<file path="config.mk">
export PLATFORM = sky130hd
export DESIGN_NAME = rhg_top
export DESIGN_NICKNAME = d
export VERILOG_FILES = /design/src/rhg_pkg.sv /design/src/rhg_top.sv /design/src/rhg_health.sv
export SDC_FILE = /design/constraint.sdc
export NUM_CORES = 1
export LEC_CHECK = 0
export BUFFER_PORTS_ARGS = -buffer_cell sky130_fd_sc_hd__buf_2
export CAP_MARGIN = 20
export CORE_ASPECT_RATIO = 1.75
export CORE_MARGIN = 2
export CORE_UTILIZATION = 30
export CTS_CLUSTER_DIAMETER = 120
export DETAILED_ROUTE_END_ITERATION = 10
export PLACE_DENSITY = 0.57
export SLEW_MARGIN = 30
export SYNTH_ARGS = -nofsm -noshare
export SYNTH_HDL_FRONTEND = slang
export SYNTH_SLANG_ARGS = --single-unit
</file>
<file path="constraint.sdc">
create_clock -name CLK -period 2.4 [get_ports CLK]
set_input_delay 0.48 -clock CLK [delete_from_list [all_inputs] [get_ports CLK]]
set_output_delay 0.48 -clock CLK [all_outputs]
set_load 0.02 [all_outputs]
</file>
<file path="src/rhg_pkg.sv">
// constants and types shared by the random number health gate
// How it works
// - total-failure test from start; fail blocks output
// - drop words holding bits after total failure
// - online statistical test at start-up and running
// - no output before start-up pass or after defect
// - online test runs continuously on every bit
// - each delivered random number is 16 bits
// - entropy per bit above 0.997; neither the logic nor the bench checks it
// - alternative mode: health test failure disables generator
// - alternative mode: malfunction detected, no numbers produced
// - software test failure shuts generator, flags error
// - post-processing fault or attack switches generator off; the code acts on PP_FAULT in alternative mode only
package rhg_pkg;

   // ----------------------------------------------------------------
   // word and test geometry
   // ----------------------------------------------------------------
   localparam int RHG_WORD_W = 16;
   localparam int RHG_WIN_BITS = 1024;
   localparam int RHG_RC_LIMIT = 32;
   localparam int RHG_ON_LO = 410;
   localparam int RHG_ON_HI = 614;
   localparam int RHG_HT_LO = 256;
   localparam int RHG_HT_HI = 768;
   localparam int RHG_STARTUP_WINS = 1;
   // verification target only, thousandths of a bit
   localparam int RHG_ENTROPY_MIN_MILLI = 997;

   // ----------------------------------------------------------------
   // generator states
   // ----------------------------------------------------------------
   typedef enum logic [1:0] {
      RHG_OFF,
      RHG_STARTUP,
      RHG_RUN,
      RHG_FAILED
   } rhg_state_t;

endpackage

</file>
<file path="src/rhg_top.sv">
// random number health gate: start-up testing, word assembly, output gating
`timescale 1ns/100ps
module rhg_top #(
   parameter int WORD_W = rhg_pkg::RHG_WORD_W,
   parameter int WIN_BITS = rhg_pkg::RHG_WIN_BITS,
   parameter int RC_LIMIT = rhg_pkg::RHG_RC_LIMIT,
   parameter int STARTUP_WINS = rhg_pkg::RHG_STARTUP_WINS
) (
   // clock and reset
   input wire logic CLK,
   input wire logic RST_N,
   // generator control
   input wire logic START,
   input wire logic ALT_MODE,
   // entropy source
   input wire logic RAW_VALID,
   input wire logic RAW_BIT,
   // external fault reports
   input wire logic PP_FAULT,
   input wire logic SW_FAIL,
   // random word to the processor
   output logic [WORD_W-1:0] RND_WORD,
   output logic RND_VALID,
   input wire logic RD_ACK,
   // status
   output logic ACTIVE,
   output logic FAIL_TOTAL,
   output logic FAIL_ONLINE,
   output logic FAIL_HEALTH,
   output logic FAIL_MALF,
   output logic FAIL_SW
);
   import rhg_pkg::*;

   // ----------------------------------------------------------------
   // elaboration checks
   // ----------------------------------------------------------------
   if (WORD_W != RHG_WORD_W) begin : g_bad_word
      $error("rhg_top: word width must be 16");
   end
   if (WIN_BITS < RHG_ON_HI + 1 || RC_LIMIT < 2 || STARTUP_WINS < 1) begin : g_bad_test
      $error("rhg_top: test geometry cannot be served");
   end

   localparam int BW = $clog2(WORD_W);
   localparam int SW = $clog2(STARTUP_WINS + 1);

   rhg_state_t state_q, state_d;
   logic [WORD_W-1:0] sr_q, word_q;
   logic [BW-1:0] bit_cnt_q;
   logic [SW-1:0] win_ok_q;
   logic full_q, pend_q, valid_q;
   logic f_total_q, f_online_q, f_health_q, f_malf_q, f_sw_q;
   logic ht_total, ht_online, ht_health, ht_done;

   // ----------------------------------------------------------------
   // raw bit tests
   // ----------------------------------------------------------------
   wire testing = (state_q == RHG_STARTUP) || (state_q == RHG_RUN);
   wire bit_in = testing && RAW_VALID;

   rhg_health #(
      .WIN_BITS(WIN_BITS),
      .RC_LIMIT(RC_LIMIT)
   ) u_health (
      .clk(CLK),
      .rst_n(RST_N),
      .clear(!testing),
      .bit_valid(bit_in),
      .bit_in(RAW_BIT),
      .total_fail(ht_total),
      .online_fail(ht_online),
      .health_fail(ht_health),
      .win_done(ht_done)
   );

   // ----------------------------------------------------------------
   // failure causes
   // ----------------------------------------------------------------
   wire ev_total = testing && ht_total;
   wire ev_online = testing && ht_online;
   wire ev_health = testing && ALT_MODE && ht_health;
   wire ev_malf = testing && ALT_MODE && PP_FAULT;
   wire ev_sw = testing && SW_FAIL;
   wire fail_now = ev_total || ev_online || ev_health || ev_malf || ev_sw;
   wire any_fail = f_total_q || f_online_q || f_health_q || f_malf_q || f_sw_q;
   wire win_pass = ht_done && !fail_now;
   wire startup_done = win_pass && (win_ok_q == SW'(STARTUP_WINS - 1));

   // ----------------------------------------------------------------
   // generator sequence
   // ----------------------------------------------------------------
   always_comb begin
      state_d = state_q;
      unique case (state_q)
         RHG_OFF: begin
            if (START) begin
               state_d = RHG_STARTUP;
            end
         end
         RHG_STARTUP: begin
            if (!START) begin
               state_d = RHG_OFF;
            end else if (fail_now) begin
               state_d = RHG_FAILED;
            end else if (startup_done) begin
               state_d = RHG_RUN;
            end
         end
         RHG_RUN: begin
            if (!START) begin
               state_d = RHG_OFF;
            end else if (fail_now) begin
               state_d = RHG_FAILED;
            end
         end
         RHG_FAILED: begin
            // only a restart leaves here
            if (!START) begin
               state_d = RHG_OFF;
            end
         end
      endcase
   end

   always_ff @(posedge CLK or negedge RST_N) begin
      if (!RST_N) begin
         state_q <= RHG_OFF;
         win_ok_q <= '0;
      end else begin
         state_q <= state_d;
         if (state_q != RHG_STARTUP) begin
            win_ok_q <= '0;
         end else if (win_pass) begin
            win_ok_q <= SW'(win_ok_q + 1'b1);
         end
      end
   end

   // ----------------------------------------------------------------
   // latched failure status
   // ----------------------------------------------------------------
   always_ff @(posedge CLK or negedge RST_N) begin
      if (!RST_N) begin
         f_total_q <= 1'b0;
         f_online_q <= 1'b0;
         f_health_q <= 1'b0;
         f_malf_q <= 1'b0;
         f_sw_q <= 1'b0;
      end else if (state_q == RHG_OFF) begin
         f_total_q <= 1'b0;
         f_online_q <= 1'b0;
         f_health_q <= 1'b0;
         f_malf_q <= 1'b0;
         f_sw_q <= 1'b0;
      end else begin
         // sticky until restart, one flag per cause
         f_total_q <= f_total_q || ev_total;
         f_online_q <= f_online_q || ev_online;
         f_health_q <= f_health_q || ev_health;
         f_malf_q <= f_malf_q || ev_malf;
         f_sw_q <= f_sw_q || ev_sw;
      end
   end

   // ----------------------------------------------------------------
   // word assembly and delivery
   // ----------------------------------------------------------------
   // a finished word waits one cycle so a failure pulse raised by its
   // last bit can still drop it
   wire collect = (state_q == RHG_RUN) && RAW_VALID && !fail_now;
   wire last_bit = (bit_cnt_q == BW'(WORD_W - 1));
   wire deliver = pend_q && !fail_now && !any_fail && (!valid_q || RD_ACK);
   // a stop withdraws the word on the same edge that drops ACTIVE
   wire gate_ok = (state_q == RHG_RUN) && START && !fail_now && !any_fail;

   always_ff @(posedge CLK or negedge RST_N) begin
      if (!RST_N) begin
         sr_q <= '0;
         bit_cnt_q <= '0;
         full_q <= 1'b0;
      end else if (!gate_ok) begin
         // partial word may hold bits from after the failure
         bit_cnt_q <= '0;
         full_q <= 1'b0;
      end else if (collect && !full_q) begin
         sr_q <= {sr_q[WORD_W-2:0], RAW_BIT};
         bit_cnt_q <= last_bit ? '0 : BW'(bit_cnt_q + 1'b1);
         full_q <= last_bit;
      end else if (deliver) begin
         full_q <= 1'b0;
      end
   end

   always_ff @(posedge CLK or negedge RST_N) begin
      if (!RST_N) begin
         pend_q <= 1'b0;
         valid_q <= 1'b0;
         word_q <= '0;
      end else begin
         pend_q <= gate_ok && full_q && !deliver;
         if (!gate_ok) begin
            // withdraw any word the reader has not yet taken
            valid_q <= 1'b0;
            word_q <= '0;
         end else if (deliver) begin
            valid_q <= 1'b1;
            word_q <= sr_q;
         end else if (RD_ACK) begin
            // a taken word is not left on the pins
            valid_q <= 1'b0;
            word_q <= '0;
         end
      end
   end

   always_ff @(posedge CLK or negedge RST_N) begin
      if (!RST_N) begin
         ACTIVE <= 1'b0;
      end else begin
         ACTIVE <= (state_d == RHG_RUN);
      end
   end

   assign RND_WORD = word_q;
   assign RND_VALID = valid_q;
   assign FAIL_TOTAL = f_total_q;
   assign FAIL_ONLINE = f_online_q;
   assign FAIL_HEALTH = f_health_q;
   assign FAIL_MALF = f_malf_q;
   assign FAIL_SW = f_sw_q;
endmodule // rhg_top

</file>
<file path="src/rhg_health.sv">
// raw bit health tests: repetition count and windowed proportion
`timescale 1ns/100ps
module rhg_health #(
   parameter int WIN_BITS = rhg_pkg::RHG_WIN_BITS,
   parameter int RC_LIMIT = rhg_pkg::RHG_RC_LIMIT
) (
   // clock and reset
   input wire logic clk,
   input wire logic rst_n,
   // control
   input wire logic clear,
   // raw bit stream
   input wire logic bit_valid,
   input wire logic bit_in,
   // results, registered; total_fail stays high for each further equal bit of the run
   output logic total_fail,
   output logic online_fail,
   output logic health_fail,
   output logic win_done
);
   import rhg_pkg::*;

   localparam int CW = $clog2(WIN_BITS + 1);
   localparam int RW = $clog2(RC_LIMIT + 1);

   logic last_q;
   logic [RW-1:0] run_q;
   logic [CW-1:0] cnt_q;
   logic [CW-1:0] ones_q;
   logic total_q, online_q, health_q, done_q;

   // ----------------------------------------------------------------
   // next values
   // ----------------------------------------------------------------
   wire same_bit = (bit_in == last_q) && (run_q != '0);
   wire [RW-1:0] run_d = same_bit ? RW'(run_q + 1'b1) : RW'(1);
   wire [CW-1:0] ones_d = CW'(ones_q + {{(CW-1){1'b0}}, bit_in});
   wire last_of_win = (cnt_q == CW'(WIN_BITS - 1));
   // stuck source: long run of one value counts as total failure
   wire rc_hit = (run_d >= RW'(RC_LIMIT));
   // proportion of ones over one window, tested on the last bit of each window
   wire on_bad = (ones_d < CW'(RHG_ON_LO)) || (ones_d > CW'(RHG_ON_HI));
   // only gross bias counts as severe degradation
   wire ht_bad = (ones_d < CW'(RHG_HT_LO)) || (ones_d > CW'(RHG_HT_HI));

   always_ff @(posedge clk or negedge rst_n) begin
      if (!rst_n) begin
         last_q <= 1'b0;
         run_q <= '0;
         cnt_q <= '0;
         ones_q <= '0;
      end else if (clear) begin
         run_q <= '0;
         cnt_q <= '0;
         ones_q <= '0;
      end else if (bit_valid) begin
         last_q <= bit_in;
         run_q <= rc_hit ? RW'(RC_LIMIT) : run_d;
         cnt_q <= last_of_win ? '0 : CW'(cnt_q + 1'b1);
         ones_q <= last_of_win ? '0 : ones_d;
      end
   end

   always_ff @(posedge clk or negedge rst_n) begin
      if (!rst_n) begin
         total_q <= 1'b0;
         online_q <= 1'b0;
         health_q <= 1'b0;
         done_q <= 1'b0;
      end else begin
         total_q <= !clear && bit_valid && rc_hit;
         online_q <= !clear && bit_valid && last_of_win && on_bad;
         health_q <= !clear && bit_valid && last_of_win && ht_bad;
         done_q <= !clear && bit_valid && last_of_win;
      end
   end

   assign total_fail = total_q;
   assign online_fail = online_q;
   assign health_fail = health_q;
   assign win_done = done_q;
endmodule // rhg_health

</file>
After elaboration in Yosys (flattened, before gate mapping)
Cells that the tools add are included.
- register bits after elaboration: 81
- bits of input ports: 9
- output and inout bits: 23
- logic and storage cells: 135
- $add $sub $neg: 5
- magnitude comparators: 5
- equality and inequality tests: 12
- muxes and demuxes: 37
- bitwise logic cells: 1
- reduce and logical (&&, ||, !) cells: 53
- operators with widths (kind ; number):
    11-bit two-way mux ; 6
    16-bit two-way mux ; 3
    1-bit logical AND ; 26
    6-bit two-way mux ; 4
    11-bit by 10-bit > comparator with 1-bit output, second input constant ; 2
    11-bit by 9-bit < comparator with 1-bit output, second input constant ; 2
    1-bit logical OR ; 17
    2-bit two-way mux ; 7
    1-bit two-way mux ; 13
    4-bit two-way mux ; 3
    11-bit by 1-bit adder with 11-bit output ; 1
    11-bit by 1-bit adder with 11-bit output, second input constant ; 1
    11-bit by 10-bit equality test with 1-bit output, second input constant ; 1
    2-bit case mux with 4 select lines ; 1
    6-bit by 1-bit adder with 6-bit output, second input constant ; 1
    2-bit equality test, second input constant ; 3
    6-bit greater-or-equal comparator, second input constant ; 1
    2-bit by 1-bit != test with 1-bit output, second input constant ; 3
    6-bit nonzero test ; 1
    1-bit logical NOT ; 5
    4-bit by 1-bit adder with 4-bit output, second input constant ; 1
    4-bit equality test, second input constant ; 1
    2-bit AND reduction ; 2
    3-bit by 2-bit != test with 1-bit output, second input constant ; 1
    other kinds (7) ; 7

Depth between registers and ports, before layout
Gate-level depths: netlist of the first run.
- word-level depth: 15
- depth in mapped cells: 9
- mapped depth without buffers: 8

Cells and area by module
From an unflattened synthesis of the first run, not the netlist that was laid out.
- cells, all modules: 374
- area total of the unflattened synthesis: 4091.4 sq um
- modules (own cells, without submodules) (module ; times used ; cells an instance ; area an instance (sq um) ; seq. area each (sq um)):
    rhg_top ; 1 ; 163 ; 2149.6 ; 1201.2
    rhg_health ; 1 ; 211 ; 1941.9 ; 825.8

Least setup slack after synthesis of the first run
No wires, ideal clock.
- path type: input-to-reg
- from: input RAW_BIT
- to: register u_health.online_q (netlist: u_health.online_fail)
- library setup time: 0.099 ns
- data arrival time: 2.134 ns
- data required time: 2.301 ns
- path slack: 0.167 ns
- stages: 8
- path buffers: 2
- path through: ha_1 > ha_1 > buf_2 > clkbuf_1 > a31oi_1 > o22ai_1 > a2111o_1 > a311oi_1
- cells in the longest elaborated chain, start to end: 4
- elaborated cells between the ends (all ways): 5
- those cells by class: 1 x add/sub; 2 x order compare; 2 x reduce/logical
- ends and longest elaborated chain (item ; line ; RTL):
    start: declaration ; rhg_top.sv:17 ; input wire logic RAW_BIT,
    11-bit by 1-bit adder with 11-bit output (*) ; rhg_health.sv:37 ; wire [CW-1:0] ones_d = CW'(ones_q + {{(CW-1){1'b0}}, bit_in});
    11-bit by 9-bit < comparator with 1-bit output / 11-bit by 10-bit > comparator with 1-bit output (equally long branches) ; rhg_health.sv:42 ; wire on_bad = (ones_d < CW'(RHG_ON_LO)) || (ones_d > CW'(RHG_ON_HI));
    1-bit logical OR (*) ; rhg_health.sv:42 ;
    1-bit logical AND (*) ; rhg_health.sv:72 ; online_q <= !clear && bit_valid && last_of_win && on_bad;
    end signal: assignment ; rhg_health.sv:72 ;
    end: declaration ; rhg_health.sv:30 ; logic total_q, online_q, health_q, done_q;
Mark *: on every way between the ends. The rest lies on a longest branch, timed or not.
A chain may end at the register's enable or synchronous reset.

Worst setup path after layout of the first run
- from: register u_health.ones_q[1]
- to: register u_health.health_q (netlist: u_health.health_fail)
- cells in the longest elaborated chain, start to end: 4
- elaborated cells between the ends (all ways): 5
- those cells by class: 1 x add/sub; 2 x order compare; 2 x reduce/logical
- ends and longest elaborated chain (item ; line ; RTL):
    start: declaration ; rhg_health.sv:29 ; logic [CW-1:0] ones_q;
    start signal: assignment ; rhg_health.sv:60 ; ones_q <= last_of_win ? '0 : ones_d;
    11-bit by 1-bit adder with 11-bit output (*) ; rhg_health.sv:37 ;
    11-bit by 9-bit < comparator with 1-bit output / 11-bit by 10-bit > comparator with 1-bit output (equally long branches) ; rhg_health.sv:44 ; wire ht_bad = (ones_d < CW'(RHG_HT_LO)) || (ones_d > CW'(RHG_HT_HI));
    1-bit logical OR (*) ; rhg_health.sv:44 ;
    1-bit logical AND (*) ; rhg_health.sv:73 ; health_q <= !clear && bit_valid && last_of_win && ht_bad;
    end signal: assignment ; rhg_health.sv:73 ;
    end: declaration ; rhg_health.sv:30 ;
Marked as above.

==> results of run 1 <==
[cells in the mapped netlist, types with 8 or more instances]
| library cell | instances | share of area [%] |
|---|---|---|
| dfrtp_1 | 81 | 50 |
| nand4_1 | 8 | 1.2 |
| mux2_2 | 9 | 2.5 |
| nor2_1 | 22 | 2.0 |
| a21oi_1 | 20 | 2.5 |
| nand2_1 | 32 | 3.0 |
| nand3_1 | 17 | 2.1 |
| a31oi_1 | 16 | 2.5 |
| o21ai_0 | 25 | 3.1 |
| mux2_4 | 9 | 3.3 |
| a22o_1 | 20 | 4.3 |
| clkbuf_1 | 14 | 1.3 |
| ha_1 | 11 | 3.4 |
[state kept, by name, indices dropped and copies added, names as in the netlist, 2 cells and up]
name and flops:
u_health.cnt_q 11, u_health.ones_q 11, bit_cnt_q 4, RND_WORD 16, sr_q 16, u_health.run_q 6
state_q 2
[worst paths after layout]
kind / to / slack, ps / depth (start not counted)
setup reg to reg: u_health.health_fail / 250 / 7
setup / recovery: u_health.health_fail / 250 / 7
hold reg to reg: u_health.cnt_q[9] / 500 / 1
min in group CLK: FAIL_SW / 430 / 3
hold / removal: win_ok_q / 50 / 1
max in group asynchronous: RND_WORD[4] / 1730 / 2
[power groups by stage]
stage	combinational, mW	sequential (mW)	clock, mW
2_1_floorplan	0.448	1.51	0
3_3_place_gp	0.680	1.51	0
3_5_place_dp	0.704	1.51	0
4_1_cts	0.704	1.49	1.46
5_1_grt	0.775	1.50	1.53
6_report	0.699	1.49	1.43
[layout make-up]
class / count / area [um2] / share of cell area (%)
clock buffer: 9 / 225 / 4.65
tap: 174 / 218 / 4.49
sequential: 81 / 2030 / 41.8
clock inverter: 7 / 85.1 / 1.75
timing repair buffer: 53 / 348 / 7.17
multi-input combinational: 273 / 1920 / 39.6
inverter: 7 / 26.3 / 0.542
[placed cells by master, fill, tap and decap left out, types with 6 or more instances in the layout]
| master | n |
|---|---|
| a21oi_1 | 20 |
| a22o_1 | 20 |
| a31oi_1 | 16 |
| and3_1 | 7 |
| buf_2 | 30 |
| buf_4 | 21 |
| clkbuf_16 | 9 |
| dfrtp_1 | 81 |
| ha_1 | 11 |
| inv_1 | 7 |
| mux2_2 | 9 |
| mux2_4 | 9 |
| nand2_1 | 32 |
| nand3_1 | 17 |
| nand4_1 | 8 |
| nor2_1 | 22 |
| nor3_1 | 6 |
| o21ai_0 | 25 |
| xor2_1 | 6 |
[cells by family (layout without fill, tap and decap cells)]
group | after synthesis | after routing | synth area share, %
buffers and inverters | 26 | 76 | 2.92
XOR/XNOR | 11 | 11 | 2.37
AND/OR/NAND/NOR | 123 | 123 | 16.7
multiplexers | 22 | 22 | 6.83
flip-flops | 81 | 81 | 49.9
AO/OA/AOI/OAI | 106 | 106 | 17.9
adder cells (fa/ha/maj) | 11 | 11 | 3.39
[per-stage QoR]
stage / cells / hold slack (ps) / worst slack [ps] / power (mW)
after floorplan: 380 / 184 / 167 / 1.96
after global placement: 588 / 420 / 121 / 2.19
after detailed placement: 588 / 424 / 79.8 / 2.21
after CTS: 604 / 54.9 / 266 / 3.65
after global routing: 604 / 63.0 / 73.9 / 3.80
final: 604 / 48.3 / 248 / 3.62
[critical path, cell delays in order, from the launching register on]
cell and delay (ps):
dfrtp_1 510, ha_1 360, nand4_1 190, nor2_1 210, nand2_1 100, xor2_1 180
a311o_1 340, a31oi_1 180
[routing by layer]
layer,share of wire (%),track usage [%]
met4,3.2,7.68
met1,38,14.3
met3,3.5,2.57
met2,55,25.5
met5,0,0
==> run summary, run 1 <==
status: complete, no violations
Yosys cell types: 63
CTS sink cnt: 81
DRT iter0 DRCs: 153
CTS tree: yes
P&R area growth vs syn: 19.3%
nets@finish: 445
Leak Pwr: 2.23 nW
register area share after synthesis: 49.9%
IO Pins: 32
Worst EP arrival: 2410 ps
Hold Vio Cnt, Final: 0
Area after DPL: 4540 um2
peak fanout along the critical path: 9
number of synthesis warnings: 0
ANT nets after route: 0
# DRC: 0
#FFs+latches synth: 81
number of global-route vias before repair: 3300
antenna violations before repair: 0
Final HPWL DP: 6700 um
IO buf count: 31
RSZ-0062 raised after global routing: false
total gr overflow: 0
Clock power frac: 39.6%
Comb power frac: 19.3%
Power Dens Cells: 746 nW/um2
Net Sw Frac: 30.6%
post-route minimum period: 2150 ps
total number of vias: 3187
fraction of layout cells with a size suffix above 1: 23.7%
Die ar.: 14500 um2
n_diodes: 0
Post-synth ARST share: 100%
DR vias/cell: 5.28
Hold-fix buffers, CTS: 0
Row Count: 56
Core Footprint: 13300 um2
final setup TNS: 0 ps
syn nets: 400
CTS buffer count: 9
largest net degree at the start of global routing: 56
Max VDD drop: 0.406 mV
Setup crit end kind: flop
Worst-Margin Slew: 560 ps
Switch Pwr: 1.11 mW
clk slew on worst S/H paths: 60 ps
class of the most critical setup path: reg2reg
max-slew violation count: 0
Post-synth EDFFs: 0
final setup violation count: 0
r2r startpoint: u_health.ones_q[1]
final worst-path cycle share: 89.7%
root buffer cell: clkbuf_16
Chip Width: 92.0 um
Max Freq: 0.465 GHz
clk_lat worst skew: 340 ps
Post-synth top flop: dfrtp_1
height of the chip: 158 um
first-pass GRT wire length: 15800 um
Detailed Routing Iterations Pass 1: 7
Routed wire per std cell: 15.5 um
fin util: 36.4%
Mapped Area: 4070 um2
critical path startpoint category: flop
CTS H-tree lvls: 3
Avg Inst Size Synth: 10.7 um2
Final Skew: 5.84 ps
# fillers: 1324
sequential fraction of design power: 41.1%
cell-internal power: 2.51 mW
Final Cell Area: 4850 um2
Tot GR Track Use: 13.7%
post-cts resize count: 0
CP startpoint: u_health.ones_q[1]
Rel. slew slack: 62.7%
GP Congestion: 0.840
MaxCap Viol Count: 0
Starting Density: 30.5%
CTS Buffer Depth: 2
worst hold path type: in2async
setup repair bufs after CTS: 0
required time worst endpoint: 2660 ps
Synth Instances: 380
final wirelength: 9380 um
No activity file was read; power rests on OpenSTA's default activity.
==> run 2, diff against run 1 <==
--- a/config.mk
+++ b/config.mk
@@ -12,6 +12,7 @@
 export CORE_UTILIZATION = 30
 export CTS_CLUSTER_DIAMETER = 120
 export DETAILED_ROUTE_END_ITERATION = 10
+export GPL_ROUTABILITY_DRIVEN = 0
 export PLACE_DENSITY = 0.57
 export SLEW_MARGIN = 30
 export SYNTH_ARGS = -nofsm -noshare
==> constraint.sdc (replaced) <==
create_clock -name CLK -period 2.4 [get_ports CLK]
set_input_delay 0.48 -clock CLK [delete_from_list [all_inputs] [get_ports CLK]]
set_output_delay 0.48 -clock CLK [all_outputs]
set_load 0.1 [all_outputs]
==> run 2 against run 1 <==
Compared with the run above: power up 3.6%; combinational power up 11%; cell count down 0.50%; highest routed layer unchanged.
==> run summary, run 2 (synthesized netlist as in run 1, its figures left out) <==
status: complete, no violations (unchanged)
fraction of layout cells with a size suffix above 1: 23.9% (was 23.7%)
CTS Buffer Depth: 2 (unchanged)
Starting Density: 30.5% (unchanged)
total number of vias: 3153 (was 3187)
# fillers: 1337 (was 1324)
Hold-fix buffers, CTS: 0 (unchanged)
Worst EP arrival: 2400 ps (was 2410 ps)
setup repair bufs after CTS: 0 (unchanged)
peak fanout along the critical path: 17 (was 9)
DR vias/cell: 5.25 (was 5.28)
final worst slack: 227 ps (was 248 ps)
post-cts resize count: 0 (unchanged)
commonest non-fill, non-tap cell in the layout: dfrtp_1 (unchanged)
Reg2Reg Depth: 6 (was 7)
CP startpoint: state_q[0] (was u_health.ones_q[1])
Area after DPL: 4520 um2 (was 4540 um2)
clk_lat worst skew: 340 ps (about the same)
largest net degree at the start of global routing: 44 (was 56)
pre-CTS WS: 50.8 ps (was 79.8 ps)
Rel. slew slack: 63.8% (was 62.7%)
height of the chip: 158 um (unchanged)
crit path capture: sr_q[6] (was u_health.health_fail)
DRT iter0 DRCs: 145 (was 153)
r2r setup slk: 230 ps (was 250 ps)
final wirelength: 9140 um (was 9380 um)
CP max stage cell: ha_1 (was dfrtp_1)
Routed wire per std cell: 15.2 um (was 15.5 um)
Max Freq: 0.460 GHz (was 0.465 GHz)
Power Dens Cells: 773 nW/um2 (was 746 nW/um2)
Final HPWL DP: 6550 um (was 6700 um)
clk slew on worst S/H paths: 60 ps (about the same)
Row Count: 56 (unchanged)
CTS buffer count: 9 (unchanged)
Hold Vio Cnt, Final: 0 (unchanged)
# DRC: 0 (unchanged)
total gr overflow: 0 (unchanged)
most frequent cells in the layout: dfrtp_1 (78), nand2_1 (32), buf_2 (30) (was dfrtp_1 (81), nand2_1 (32), buf_2 (30))
r2r startpoint: state_q[0] (was u_health.ones_q[1])
IO buf count: 31 (unchanged)
final setup violation count: 0 (unchanged)
post-route minimum period: 2170 ps (was 2150 ps)
Chip Width: 92.0 um (unchanged)
Leak Pwr: 2.22 nW (was 2.23 nW)
ANT nets after route: 0 (unchanged)
area of the multi-input gates: 1920 um2 (unchanged)
CP cell instances: inv_1 > ha_1 > o41ai_4 > and4_4 > nand2_4 > mux2_2 (was ha_1 > nand4_1 > nor2_1 > nand2_1 > xor2_1 > a311o_1 > a31oi_1)
final setup TNS: 0 ps (unchanged)
root buffer cell: clkbuf_16 (unchanged)
total chip power: 3.75 mW (was 3.62 mW)
first-pass GRT wire length: 15500 um (was 15800 um)
Core Footprint: 13300 um2 (unchanged)
Worst-Margin Slew: 543 ps (was 560 ps)
critical path startpoint category: flop (unchanged)
required time worst endpoint: 2630 ps (was 2660 ps)
reg2reg end: sr_q[6] (was u_health.health_fail)
Hold WS: 111 ps (was 48.3 ps)
class of the most critical setup path: reg2reg (unchanged)
antenna violations before repair: 0 (unchanged)
n_diodes: 0 (unchanged)
max-slew violation count: 0 (unchanged)
worst hold path type: in2async (unchanged)
Detailed Routing Iterations Pass 1: 4 (was 7)
CTS H-tree lvls: 3 (unchanged)
CTS sink cnt: 81 (unchanged)
Setup crit end kind: flop (unchanged)
P&R area growth vs syn: 19.2% (was 19.3%)
RSZ-0062 raised after global routing: false (unchanged)
final worst-path cycle share: 90.6% (was 89.7%)
MaxCap Viol Count: 0 (unchanged)
number of global-route vias before repair: 3273 (was 3300)
Die ar.: 14500 um2 (unchanged)
nets@finish: 442 (was 445)
IO Pins: 32 (unchanged)
Final Cell Area: 4850 um2 (about the same)
CTS tree: yes (unchanged)
Tot GR Track Use: 13.3% (was 13.7%)
Max VDD drop: 0.329 mV (was 0.406 mV)
Sequential Area: 2030 um2 (about the same)
Final Skew: 6.87 ps (was 5.84 ps)
critical path's largest stage delay: 470 ps (was 510 ps)
-- run 2: cell count changes in the layout (fill, tap and decap cells not counted), sizes merged --
cell / previous run / this run
inv: 11 / 9
clkinv: 0 / 1
buf: 53 / 50
bufinv: 1 / 2
-- run 2: layer usage --
layer	up-vias	track usage, %	share of wire, %
met5	-	0	0
met4	0	6.25	2.1
met3	11	2.00	3.0
met2	60	26.2	56
met1	1596	13.6	39
li1	1486	-	-
-- run 2: layout make-up --
| class | count | share of cell area (%) |
|---|---|---|
| Inverter | 7 | 0.542 |
| Clock inverter | 7 | 2.09 |
| Sequential cell | 81 | 41.9 |
| Timing Repair Buffer | 50 | 6.71 |
| Tap cell | 174 | 4.49 |
| Multi-Input combinational cell | 273 | 39.6 |
| Clock buffer | 9 | 4.65 |
-- run 2: how the worst min path moves through the flow --
stage | start | to | slack [ps] | cells after the start
after floorplan | RST_N | ACTIVE | 180 | 0
after global placement | RST_N | state_q[1] | 480 | 1
after detailed placement | u_health.cnt_q[9] | u_health.cnt_q[9] | 480 | 1
after CTS | RST_N | state_q[1] | 130 | 1
after global routing | RST_N | state_q[0] | 150 | 1
final | RST_N | state_q[1] | 110 | 1
-- run 2: metrics by stage --
step	instances	util [%]
2_1_floorplan	380	-
3_3_place_gp	585	33.9
3_5_place_dp	585	33.9
4_1_cts	601	36.4
5_1_grt	601	36.4
6_report	601	36.4
-- run 2: critical path, delay by kind of cell (launching register included) --
kind,cells,cell delay [ps]
flip-flops,1,420
AND/OR/NAND/NOR,2,470
multiplexers,1,370
buffers and inverters,1,130
adder cells (fa/ha/maj),1,470
AO/OA/AOI/OAI,1,190
-- run 2: power by group --
part	internal [mW]	total (mW)	leakage, nW	switching, mW
clock	0.919	1.49	0.153	0.567
sequential	1.43	1.48	1.12	0.0589
combinational	0.270	0.775	0.944	0.505
total	2.61	3.75	2.22	1.13
